### config.mk
export PLATFORM = sky130hd
export DESIGN_NAME = mcg_clock_gen
export DESIGN_NICKNAME = d
export VERILOG_FILES = /design/src/verilog/mcg_core_divider.v /design/src/verilog/mcg_clock_gen.v
export VERILOG_INCLUDE_DIRS = /design/src /design/src/verilog
export SDC_FILE = /design/constraint.sdc
export NUM_CORES = 1
export LEC_CHECK = 0
export BUFFER_PORTS_ARGS = -buffer_cell sky130_fd_sc_hd__buf_2
export CAP_MARGIN = 15
export CORE_AREA = 2 2 87 89
export DETAILED_ROUTE_END_ITERATION = 12
export DIE_AREA = 0 0 89 91
export GPL_TIMING_DRIVEN = 0
export HOLD_SLACK_MARGIN = 0.08
export PLACE_DENSITY = 0.93
export SLEW_MARGIN = 20
export SYNTH_ARGS = -nofsm -noshare
export SYNTH_HDL_FRONTEND = slang
export SYNTH_SLANG_ARGS = --single-unit
### constraint.sdc
create_clock -name clk_in -period 7.5 [get_ports clk_in]
set_input_delay 1.5 -clock clk_in [delete_from_list [all_inputs] [get_ports clk_in]]
set_output_delay 1.5 -clock clk_in [all_outputs]
set_load 0.005 [all_outputs]
### src/verilog/mcg_defines.vh
// Constants for the clock generation block
`ifndef MCG_DEFINES_VH
`define MCG_DEFINES_VH
// ==========================================
// Register addresses
`define MCG_CLKCTL_ADDR    16'hffde
`define MCG_TRIM_ADDR      8'h96
`define MCG_DIVIDER_ADDR   8'h95
`define MCG_AUXCTL_ADDR    8'ha2
// ==========================================
// Clock source control fields
`define MCG_CC_OK_BIT      7
`define MCG_CC_WDRATE_BIT  5
`define MCG_CC_XTALWD_BIT  4
`define MCG_CC_DBL_BIT     3
`define MCG_CC_WMASK       8'h3f
// Config byte fields; byte one loaded on reset, byte two read continuously
`define MCG_UC1_DBL_BIT    7
`define MCG_UC2_DBL_BIT    7
// Trim register fields
`define MCG_TRIM_CLOCK_OUTPUT_ENABLE_BIT 6
`define MCG_TRIM_RCSEL_BIT 7
// Auxiliary control field
`define MCG_AUX_LP_BIT     7
`define MCG_AUX_RESET      8'h00
// ==========================================
// Source select codes
`define MCG_SRC_XTAL_HI    3'h0
`define MCG_SRC_XTAL_MED   3'h1
`define MCG_SRC_XTAL_LO    3'h2
`define MCG_SRC_RC         3'h3
`define MCG_SRC_WDOSC      3'h4
`define MCG_SRC_EXT        3'h7
// ==========================================
// Timing: new source edges counted before a switch takes effect
`define MCG_SWITCH_TICKS   6'd32
`define MCG_DIVIDER_RESET  8'h00
`endif

### src/verilog/mcg_core_divider.v
// Programmable divider from oscillator-select ticks to core clock ticks
`timescale 1ns/10ps
`include "mcg_defines.vh"
module mcg_core_divider #(
  parameter W = 8
) (
  input  wire         clk_in,     // System clock
  input  wire         srst_in,    // Sync reset
  input  wire         tick_in,    // Oscillator-select tick
  input  wire [W-1:0] div_in,     // Divide value, factor is 2*div, 0 means 1
  output reg          tick_out    // Core clock tick
);
  reg [W:0] cnt_r;
  wire [W:0] lim = (div_in == {W{1'b0}}) ? {(W+1){1'b0}} : ({div_in, 1'b0} - {{W{1'b0}}, 1'b1});

  // ==========================================
  // Divider; new value applies at once to the count in progress, no halt needed
  always @(posedge clk_in) begin
    if (srst_in) begin
      cnt_r    <= {(W+1){1'b0}};
      tick_out <= 1'b0;
    end else begin
      tick_out <= 1'b0;
      if (tick_in) begin
        if (cnt_r >= lim) begin
          cnt_r    <= {(W+1){1'b0}};
          tick_out <= 1'b1;
        end else begin
          cnt_r <= cnt_r + {{W{1'b0}}, 1'b1};
        end
      end
    end
  end
endmodule // mcg_core_divider

### src/verilog/mcg_clock_gen.v
// Clock generation: source select, divider, core, peripheral and output clocks
//
// Contract
// - A machine cycle is two core clock cycles.
// - Peripheral clock runs at half the core clock.
// - Oscillator-select clock picks one of four sources and feeds the divider.
// - Source choice defaults from nonvolatile configuration bytes.
// - Doubler bit set makes the RC clock run twice nominal rate.
// - Crystal feeds select clock and RTC; only low-speed crystal may feed watchdog.
// - Watchdog oscillator has two selectable rates and can clock the system.
// - Clock output only when crystal is unused by system, RTC and watchdog.
// - Clock output driven only while the output enable trim bit is set.
// - Clock output toggles once per core clock tick.
// - Six-bit RC tune field loads factory value on reset; software may rewrite.
// - Low-power select bit clears on reset; set only at slow core clock (not checked here: an auxiliary register write sets it at any clock).
// - Source bits and doubler load from config byte one on reset.
// - Clock source control is an extended register in external data space.
// - Switch-complete flag clears at switch start, sets at finish.
// - Divider up to 510, changeable at any time.
`timescale 1ns/10ps
`include "mcg_defines.vh"
module mcg_clock_gen #(
  parameter DIV_W = 8
) (
  input  wire        clk_in,         // 200 MHz system clock
  input  wire        srst_in,        // Sync reset, active high
  input  wire [7:0]  user_config_byte_one_in,       // User config byte one
  input  wire [7:0]  user_config_byte_two_in,       // User config byte two
  input  wire [5:0]  trim_factory_in,// Factory RC tune value
  input  wire        xtal_osc_in,    // Crystal oscillator pin level
  input  wire        rc_osc_in,      // Internal RC oscillator level
  input  wire        wd_osc_in,      // Watchdog oscillator level
  input  wire        ext_clk_in,     // External clock pin level
  input  wire        rtc_xtal_in,    // RTC is using the crystal
  input  wire [15:0] xaddr_in,       // External data address
  input  wire [7:0]  xwdata_in,      // External data write data
  input  wire        xwr_in,         // External data write strobe
  input  wire        xrd_in,         // External data read strobe
  input  wire [7:0]  sfr_addr_in,    // Direct register address
  input  wire [7:0]  sfr_wdata_in,   // Direct register write data
  input  wire        sfr_wr_in,      // Direct register write strobe
  input  wire        sfr_rd_in,      // Direct register read strobe
  output reg  [7:0]  xrdata_out,     // External data read data
  output reg  [7:0]  sfr_rdata_out,  // Direct register read data
  output reg         osc_tick_out,   // Oscillator-select clock tick
  output reg         cpu_tick_out,   // Core clock tick
  output reg         cpu_clk_out,    // Core clock phase level
  output reg         periph_tick_out,// Peripheral clock tick
  output reg         mcycle_end_out, // Last core cycle of machine cycle
  output reg         rc_dbl_out,     // RC doubler enable to oscillator
  output reg  [5:0]  rc_trim_out,    // RC tune to oscillator
  output reg         wd_rate_out,    // Watchdog oscillator rate select
  output reg         wdt_xtal_out,   // Watchdog clocked from crystal
  output reg         low_power_out,  // Low-power clock select
  output reg         clock_output_pin_o_out,   // Clock output pin data
  output reg         clock_output_pin_oe_n_out // Clock output pin enable, low drives
);
  // ==========================================
  // Pin synchronisers and edge detect
  reg [3:0] s1_r, s2_r, s3_r;
  wire [3:0] raw = {ext_clk_in, wd_osc_in, rc_osc_in, xtal_osc_in};
  wire [3:0] rise = s2_r & ~s3_r;
  wire [3:0] edge_any = s2_r ^ s3_r;
  always @(posedge clk_in) begin
    if (srst_in) begin
      s1_r <= 4'h0;
      s2_r <= 4'h0;
      s3_r <= 4'h0;
    end else begin
      s1_r <= raw;
      s2_r <= s1_r;
      s3_r <= s2_r;
    end
  end

  // ==========================================
  // Registers
  reg [2:0]       src_r;        // Control register source field
  reg [2:0]       act_r;        // Source now feeding the divider
  reg             dbl_r;
  reg             xtalwd_r;
  reg             wdrate_r;
  reg             ok_r;
  reg [5:0]       sw_cnt_r;
  reg [5:0]       trim_r;
  reg             clock_output_enable_r;
  reg             rcsel_r;
  reg             lp_r;
  reg [DIV_W-1:0] div_r;
  reg             phase_r;
  reg             clock_output_pin_en_r;

  wire dbl_on = dbl_r | user_config_byte_two_in[`MCG_UC2_DBL_BIT];

  // Source tick for a select code
  function src_tick;
    input [2:0] code;
    begin
      case (code)
        `MCG_SRC_XTAL_HI,
        `MCG_SRC_XTAL_MED,
        `MCG_SRC_XTAL_LO: src_tick = rise[0];
        `MCG_SRC_RC:      src_tick = dbl_on ? edge_any[1] : rise[1];
        `MCG_SRC_WDOSC:   src_tick = rise[2];
        `MCG_SRC_EXT:     src_tick = rise[3];
        default:          src_tick = dbl_on ? edge_any[1] : rise[1];
      endcase
    end
  endfunction

  function is_xtal;
    input [2:0] code;
    begin
      is_xtal = (code == `MCG_SRC_XTAL_HI) || (code == `MCG_SRC_XTAL_MED) || (code == `MCG_SRC_XTAL_LO);
    end
  endfunction

  wire act_tick = src_tick(act_r);
  wire new_tick = src_tick(src_r);
  wire cc_wr = xwr_in && (xaddr_in == `MCG_CLKCTL_ADDR);
  wire [7:0] cc_rd = {ok_r, 1'b0, wdrate_r, xtalwd_r, dbl_r, src_r};

  // ==========================================
  // Clock source control and switching
  always @(posedge clk_in) begin
    if (srst_in) begin
      src_r    <= user_config_byte_one_in[2:0];
      act_r    <= user_config_byte_one_in[2:0];
      dbl_r    <= user_config_byte_one_in[`MCG_UC1_DBL_BIT];
      xtalwd_r <= 1'b0;
      wdrate_r <= 1'b0;
      ok_r     <= 1'b1;
      sw_cnt_r <= 6'h00;
    end else if (!ok_r) begin
      // Old source keeps running until the new one is proven alive
      if (new_tick && (sw_cnt_r != `MCG_SWITCH_TICKS))
        sw_cnt_r <= sw_cnt_r + 6'h01;
      if ((sw_cnt_r == `MCG_SWITCH_TICKS) && !act_tick) begin
        act_r <= src_r;
        ok_r  <= 1'b1;
      end
    end else if (cc_wr) begin
      dbl_r    <= xwdata_in[`MCG_CC_DBL_BIT];
      wdrate_r <= xwdata_in[`MCG_CC_WDRATE_BIT];
      // Only the low-speed crystal may clock the watchdog
      xtalwd_r <= xwdata_in[`MCG_CC_XTALWD_BIT] &&
                  (xwdata_in[2:0] == `MCG_SRC_XTAL_LO);
      src_r    <= xwdata_in[2:0];
      if (xwdata_in[2:0] != act_r) begin
        ok_r     <= 1'b0;
        sw_cnt_r <= 6'h00;
      end
    end
  end

  // ==========================================
  // Direct registers: trim, divider, auxiliary
  always @(posedge clk_in) begin
    if (srst_in) begin
      trim_r  <= trim_factory_in;
      clock_output_enable_r <= 1'b0;
      rcsel_r <= 1'b0;
      lp_r    <= 1'b0;
      div_r   <= `MCG_DIVIDER_RESET;
    end else if (sfr_wr_in) begin
      case (sfr_addr_in)
        `MCG_TRIM_ADDR: begin
          trim_r  <= sfr_wdata_in[5:0];
          clock_output_enable_r <= sfr_wdata_in[`MCG_TRIM_CLOCK_OUTPUT_ENABLE_BIT];
          rcsel_r <= sfr_wdata_in[`MCG_TRIM_RCSEL_BIT];
        end
        `MCG_DIVIDER_ADDR: div_r <= sfr_wdata_in[DIV_W-1:0];
        `MCG_AUXCTL_ADDR:  lp_r  <= sfr_wdata_in[`MCG_AUX_LP_BIT];
        default: ;
      endcase
    end
  end

  // ==========================================
  // Divider
  wire div_tick;
  mcg_core_divider #(
    .W        (DIV_W)
  ) u_div (
    .clk_in   (clk_in),
    .srst_in  (srst_in),
    .tick_in  (act_tick),
    .div_in   (div_r),
    .tick_out (div_tick)
  );

  // ==========================================
  // Outputs, all registered
  always @(posedge clk_in) begin
    if (srst_in) begin
      xrdata_out      <= 8'h00;
      sfr_rdata_out   <= 8'h00;
      osc_tick_out    <= 1'b0;
      cpu_tick_out    <= 1'b0;
      cpu_clk_out     <= 1'b0;
      periph_tick_out <= 1'b0;
      mcycle_end_out  <= 1'b0;
      phase_r         <= 1'b0;
      clock_output_pin_en_r     <= 1'b0;
      rc_dbl_out      <= 1'b0;
      rc_trim_out     <= 6'h00;
      wd_rate_out     <= 1'b0;
      wdt_xtal_out    <= 1'b0;
      low_power_out   <= 1'b0;
      clock_output_pin_o_out    <= 1'b0;
      clock_output_pin_oe_n_out <= 1'b1;
    end else begin
      xrdata_out <= (xrd_in && (xaddr_in == `MCG_CLKCTL_ADDR)) ? cc_rd : 8'h00;
      case (sfr_addr_in)
        `MCG_TRIM_ADDR:    sfr_rdata_out <= sfr_rd_in ? {rcsel_r, clock_output_enable_r, trim_r} : 8'h00;
        `MCG_DIVIDER_ADDR: sfr_rdata_out <= sfr_rd_in ? {{(8-DIV_W){1'b0}}, div_r} : 8'h00;
        `MCG_AUXCTL_ADDR:  sfr_rdata_out <= sfr_rd_in ? {lp_r, 7'h00} : 8'h00;
        default:           sfr_rdata_out <= 8'h00;
      endcase
      osc_tick_out <= act_tick;
      cpu_tick_out <= div_tick;
      if (div_tick) begin
        phase_r     <= ~phase_r;
        cpu_clk_out <= ~cpu_clk_out;
      end
      periph_tick_out <= div_tick && phase_r;
      mcycle_end_out  <= div_tick && phase_r;
      rc_dbl_out      <= dbl_on;
      rc_trim_out     <= trim_r;
      wd_rate_out     <= wdrate_r;
      wdt_xtal_out    <= xtalwd_r;
      low_power_out   <= lp_r;
      // Pin is shared with the crystal, so only free when nothing uses it
      clock_output_pin_en_r <= clock_output_enable_r && !is_xtal(act_r) && !is_xtal(src_r) &&
                     !xtalwd_r && !rtc_xtal_in;
      clock_output_pin_oe_n_out <= ~clock_output_pin_en_r;
      if (!clock_output_pin_en_r)
        clock_output_pin_o_out <= 1'b0;
      else if (div_tick)
        clock_output_pin_o_out <= ~clock_output_pin_o_out;
    end
  end
endmodule // mcg_clock_gen

=== Word level (Yosys, flattened, before mapping) ===
Cells that the tools add are included.

* Output and inout bits: 33
* Word-level logic and storage cells: 137
* Input port bits: 73
* Flip-flop bits (word level): 89

* Muxes and demuxes: 30
* Reductions and logical operators: 41
* Equality and inequality tests: 19
* Bitwise logic cells: 10
* $add $sub $neg: 3
* Order comparisons: 1

{| class="wikitable"
|+ Operators by type and width
! cell !! count
|-
| 6-bit 2-to-1 mux || 7
|-
| 8-bit equality test, second input constant || 3
|-
| 8-bit 2-to-1 mux || 3
|-
| 8-bit case mux with 3 select lines || 1
|-
| 3-bit 2-to-1 mux || 6
|-
| 9-bit 2-to-1 mux || 2
|-
| 16-bit equality test, second input constant || 1
|-
| 2-bit AND reduction || 7
|-
| 3-bit equality test, second input constant || 4
|-
| 2-bit nonzero test || 6
|-
| 1-bit logical AND || 10
|-
| 9-bit by 1-bit adder with 9-bit output, second input constant || 1
|-
| 3-bit by 2-bit equality test with 1-bit output, second input constant || 3
|-
| 9-bit greater-or-equal comparator || 1
|-
| 1-bit 2-to-1 mux || 9
|-
| 9-bit by 1-bit subtractor with 9-bit output, second input constant || 1
|-
| 8-bit logical NOT || 1
|-
| 6-bit by 1-bit adder with 6-bit output, second input constant || 1
|-
| 3-bit by 1-bit equality test with 1-bit output, second input constant || 2
|-
| 6-bit equality test, second input constant || 1
|-
| 3-bit logical NOT || 2
|-
| 6-bit != test, second input constant || 1
|-
| 1-bit inverter || 6
|-
| 1-bit case mux with 3 select lines || 2
|-
| other kinds (12) || 23
|}

=== Depth between registers and ports, before layout ===
* Depth in word-level cells: 9
* Depth in mapped cells: 13
* Gate-level depth less buffers: 13

=== Cells and area by module ===
A second synthesis with hierarchy kept.

* Cells, all modules: 415
* Area total of the unflattened synthesis: 3,998.8 um2

{| class="wikitable"
|+ By module, submodules not included
! module !! times used !! area each (um2) !! cells each !! seq. area each (um2)
|-
| mcg_clock_gen || 1 || 3,170.5 || 314 || 1,691.6
|-
| mcg_core_divider || 1 || 828.3 || 101 || 200.2
|}

=== Worst setup path before layout ===
Ideal clock, no wire load.

* Kind: input port to flip-flop
* From: in user_config_byte_two_in[7]
* To: reg act_r[0], enable pin
* Path buffers: 0
* Slack: 4.512 ns
* Cell stages on the path: 5
* Data required time: 7.195 ns
* Setup time: 0.305 ns
* Arrival: 2.683 ns
* Path through: or3_1 -> a31oi_1 -> a31oi_2 -> a211oi_1 -> a31o_1

* Word-level cells in the longest chain between the ends: 7

{| class="wikitable"
|+ RTL lines
! element !! RTL line !! RTL
|-
| start, declared || mcg_clock_gen.v:28 || <nowiki>input wire [7:0] user_config_byte_two_in,</nowiki>
|-
| 1-bit bitwise OR || mcg_clock_gen.v:93 || <nowiki>wire dbl_on = dbl_r | user_config_byte_two_in[`MCG_UC2_DBL_BIT];</nowiki>
|-
| 1-bit 2-to-1 mux || mcg_clock_gen.v:103, mcg_clock_gen.v:106 ||
|-
| 1-bit case mux with 3 select lines || mcg_clock_gen.v:99 || <nowiki>case (code)</nowiki>
|-
| 1-bit logical NOT || mcg_clock_gen.v:138 || <nowiki>if ((sw_cnt_r == `MCG_SWITCH_TICKS) && !act_tick) begin</nowiki>
|-
| 1-bit logical AND || mcg_clock_gen.v:138 ||
|-
| 2-bit nonzero test (no line) || - ||
|-
| 2-bit AND reduction (no line) || - ||
|-
| end signal, assigned || mcg_clock_gen.v:128 || <nowiki>act_r <= user_config_byte_one_in[2:0];</nowiki>
|-
| end signal, assigned || mcg_clock_gen.v:139 || <nowiki>act_r <= src_r;</nowiki>
|-
| end, declared || mcg_clock_gen.v:79 || <nowiki>reg [2:0] act_r;</nowiki>
|}

No other way between the ends.
A chain may end at the register's enable or synchronous reset.

=== Worst setup path in the final report ===
* From: reg div_r[2]
* To: reg u_div.cnt_r[1]

* Word-level cells in the longest chain between the ends: 4
* Elaborated cells on any way between the ends: 5
* Those cells by class: 1 x add/sub; 1 x order compare; 2 x mux; 1 x reduce/logical

{| class="wikitable"
|+ RTL lines
! element !! RTL line !! RTL
|-
| start, declared || mcg_clock_gen.v:89 || <nowiki>reg [DIV_W-1:0] div_r;</nowiki>
|-
| start signal, assigned || mcg_clock_gen.v:164 || <nowiki>div_r <= `MCG_DIVIDER_RESET;</nowiki>
|-
| start signal, assigned || mcg_clock_gen.v:172 || <nowiki>`MCG_DIVIDER_ADDR: div_r <= sfr_wdata_in[DIV_W-1:0];</nowiki>
|-
| 9-bit by 1-bit subtractor with 9-bit output / 8-bit logical NOT (equally long branches) || mcg_core_divider.v:14 || <nowiki>wire [W:0] lim = (div_in == {W{1'b0}}) ? {(W+1){1'b0}} : ({div_in, 1'b0} - {{W{1'b0}}, 1'b1});</nowiki>
|-
| 9-bit 2-to-1 mux (*) || mcg_core_divider.v:14 ||
|-
| 9-bit greater-or-equal comparator (*) || mcg_core_divider.v:25 || <nowiki>if (cnt_r >= lim) begin</nowiki>
|-
| 9-bit 2-to-1 mux (*) || mcg_core_divider.v:25 ||
|-
| end signal, assigned || mcg_core_divider.v:20 || <nowiki>cnt_r <= {(W+1){1'b0}};</nowiki>
|-
| end signal, assigned || mcg_core_divider.v:26 || <nowiki>cnt_r <= {(W+1){1'b0}};</nowiki>
|-
| end signal, assigned || mcg_core_divider.v:29 || <nowiki>cnt_r <= cnt_r + {{W{1'b0}}, 1'b1};</nowiki>
|-
| end, declared || mcg_core_divider.v:13 || <nowiki>reg [W:0] cnt_r;</nowiki>
|}

Every way passes the cells marked *; elsewhere a longest branch is shown, timed or not.

==> results_dict.tcl <==
set metrics [dict create \
    outcome "finished clean" \
    synth_top_area_cell "dfxtp_1" \
    grt_overflow 0 \
    rsz0062_at_grt "false" \
    ys_seq_area_share_pct 48.3 \
    grt_usage_pct 24.1 \
    clock_sinks 88 \
    ys_ff_latch 88 \
    diodes 0 \
    cts_max_path_buffers 2 \
    timing.critical_path.mode_cell "nor2_1" \
    clock.fmax_ghz 0.302 \
    max-vdd-ir-drop_mv 0.0926 \
    numCtsBuffers 9 \
    synthTopCellsByArea "dfxtp_1 38%, edfxtp_1 10%, ha_1 4.8%" \
    timing.rr.end "u_div.cnt_r[1]$_SDFFE_PP0N_" \
    die_h_um 91 \
    clock_latency_ps 370 \
    tritoncts "yes" \
    tightest_slew_ps 769 \
    wire_per_inst_um 15.4 \
    drtPass1Iterations 5 \
    finalHoldViolations 0 \
    nFillCells 582 \
    cellPowerDensity_nw_per_um2 195 \
    critPathMaxFanout 10 \
    reg2reg_depth 10 \
    worstSetupPathType "reg2reg" \
    seq_power_share_pct 54.9 \
    async_flop_share_pct 0 \
    place_congestion 0.885 \
    path_depth 10 \
    grt_pass1_wl_um 15400 \
    root_buffer "clkbuf_8" \
    skew_ps 15.0 \
    finalSetupViolCount 0 \
    core_area_um2 7140 \
    r2r_slack_ps 4190 \
    seq_area_um2 1890 \
    post_cts_resized 0 \
    stdcell_area_um2 4700 \
    ctsHoldBuffers 0 \
    p_sw_w 0.000252 \
    drive_above_1_share_pct 23.6 \
    critical_path.max_stage_delay_ps 580 \
    finalSetupTns_ps 0 \
    worstPathCellList "or4_1 > nor2_1 > nand3b_1 > ha_1 > nand2b_1 > a211oi_1 > o22ai_1 > nor2_1 > nand3_1 > a21oi_1" \
    crit_arrival_ps 3610 \
    drcViolationCount 0 \
    critical_path.startpoint "div_r[2]$_SDFFE_PP0P_" \
    critPathTopFamily "simple AND/OR/NAND/NOR gates" \
    worstSetupEndpointType "flip-flop" \
    p_sw_share_pct 27.5 \
    cts_setup_buffers 0 \
    first_global_vias 3455 \
    cp-start-kind "flip-flop" \
    total_leakage_power_nw 1.96 \
    instances_no_fill 629 \
    dieArea_um2 8100 \
    hp-class "reg2reg" \
    hpwl_um 6960 \
    areaGrowthSynthToFinish_pct 20.0 \
    yosysUniqueCellTypes 54 \
    drtIter0Drc 201 \
    finalMaxSlewViolations 0 \
    cpMaxStageDelayCell "nor2_1" \
    routed-via-count 3600 \
    fin_nets 613 \
    max_cap_violations 0 \
    portBuffers 91 \
    antenna_found_initial 0 \
    layout_common_cells "93 x buf_2, 75 x dfxtp_1, 41 x nand2_1" \
    cts_max_level 3 \
    vias_per_cell 5.72 \
    grt_max_degree 19 \
    internal_power_w 0.000663 \
    worstSetupEndpoint "u_div.cnt_r[1]$_SDFFE_PP0N_" \
    yosys_warnings 0 \
    start_util_pct 54.9 \
    r2r_start "div_r[2]$_SDFFE_PP0P_" \
    cp.required_ps 7800 \
    ios 106 \
    drt.antenna.violating_nets 0 \
    syn_inst 423 \
    synth_edf_count 13 \
    max_slew_margin_pct 48.6 \
    die_w_um 89 \
    path_clk_slew_ps 100 \
    min_period_over_period_pct 44.1 \
    clock_power_share_pct 35.6 \
    dp_cells 613 \
    placed_area_um2 4500 \
    yosys.area.top_type_share_pct 38.3 \
    wl_um 9660 \
    syn_area_per_cell_um2 9.26 \
    finalCriticalPeriod_ps 3310 \
    final_common_cell "buf_2" \
    combPwrFrac_pct 9.5 \
    synth_ff_type "dfxtp_1" \
    worst-path-buf-inv 0 \
    multi_input_area_um2 1880 \
    synth_area_um2 3920 \
    num_rows 31 \
    syn_nets 511 \
]
[worst min path at each step]
stage,start,endpoint,slack (ps),depth (start not counted)
4_1_cts,clock_output_pin_en_r$_SDFF_PP0_,clock_output_pin_oe_n_out$_SDFF_PP1_,440,1
5_1_grt,clock_output_pin_en_r$_SDFF_PP0_,clock_output_pin_oe_n_out$_SDFF_PP1_,450,1
3_5_place_dp,clock_output_pin_en_r$_SDFF_PP0_,clock_output_pin_oe_n_out$_SDFF_PP1_,420,1
2_1_floorplan,clock_output_pin_en_r$_SDFF_PP0_,clock_output_pin_oe_n_out$_SDFF_PP1_,370,1
3_3_place_gp,clock_output_pin_en_r$_SDFF_PP0_,clock_output_pin_oe_n_out$_SDFF_PP1_,400,1
6_report,clock_output_pin_en_r$_SDFF_PP0_,clock_output_pin_oe_n_out$_SDFF_PP1_,430,1
[metrics by stage]
| stage | total power [W] | setup WS (ps) | util (%) | hold WS (ps) |
|---|---|---|---|---|
| 2_1_floorplan | 0.000560 | 4510 | - | 372 |
| 3_3_place_gp | 0.000594 | 4060 | 63.0 | 398 |
| 3_5_place_dp | 0.000598 | 4020 | 63.0 | 420 |
| 4_1_cts | 0.000916 | 4290 | 65.7 | 439 |
| 5_1_grt | 0.000947 | 3980 | 65.8 | 448 |
| 6_report | 0.000915 | 4190 | 65.8 | 430 |
[cells in the mapped netlist (4+ instances only)]
library cell / n
dfxtp_1: 75
nand2_1: 41
nand3_1: 31
nor2_1: 27
nor2b_1: 27
a21oi_1: 25
inv_1: 17
ha_1: 15
o21ai_0: 14
edfxtp_1: 13
and2_1: 10
clkbuf_1: 9
xnor2_1: 9
a22oi_1: 8
nor3_1: 8
mux2_2: 7
nand4_1: 7
a22o_1: 5
a31oi_1: 5
nand2b_1: 5
nand4b_1: 5
nor4_1: 5
nand3b_1: 4
o211ai_1: 4
[power groups by stage]
| stage | registers (W) | clock network, W | logic [W] |
|---|---|---|---|
| final | 0.000503 | 0.000326 | 0.0000869 |
| after global routing | 0.000504 | 0.000348 | 0.0000947 |
| after detailed placement | 0.000513 | 0 | 0.0000848 |
| after global placement | 0.000512 | 0 | 0.0000816 |
| after CTS | 0.000502 | 0.000328 | 0.0000860 |
| after floorplan | 0.000512 | 0 | 0.0000488 |
[flip-flops by register name, indices dropped and copies added, names as in the netlist, 3 cells and up]
register       cells
sfr_rdata_out      8
sw_cnt_r           6
rc_trim_out        6
s2_r               4
u_div.cnt_r        9
s1_r               4
trim_r             6
act_r              3
xrdata_out         7
src_r              3
div_r              8
s3_r               4
[per-layer routing]
metal	share of wire, %	track usage (%)
met2	51	40.7
met4	2.9	9.20
met3	7.6	5.82
met5	0	0
met1	39	29.3
[cells by family (layout without fill, tap and decap cells)]
logic type                 count (synthesis)  in the layout  synth area share (%)
other                                      1              1                0.0958
muxes                                      9              9                  2.52
DFF                                       88             88                  48.3
and+or+nand+nor                          186            186                  25.2
AOI/OAI and AO/OA                         76             76                  12.5
adders and majority gates                 15             15                  4.79
xor gates and xnor gates                  12             12                  2.68
buffers and inverters                     36            143                  3.93
[area by class of cell]
type / count / share of cell area (%)
clock buffer: 9 / 2.64
tap: 99 / 2.64
multi-input combinational: 299 / 40.0
inverter: 18 / 1.44
sequential: 88 / 40.3
timing repair buffer: 91 / 9.69
buffer: 18 / 1.84
clock inverter: 7 / 1.54
(Power assumes the default switching activity.)
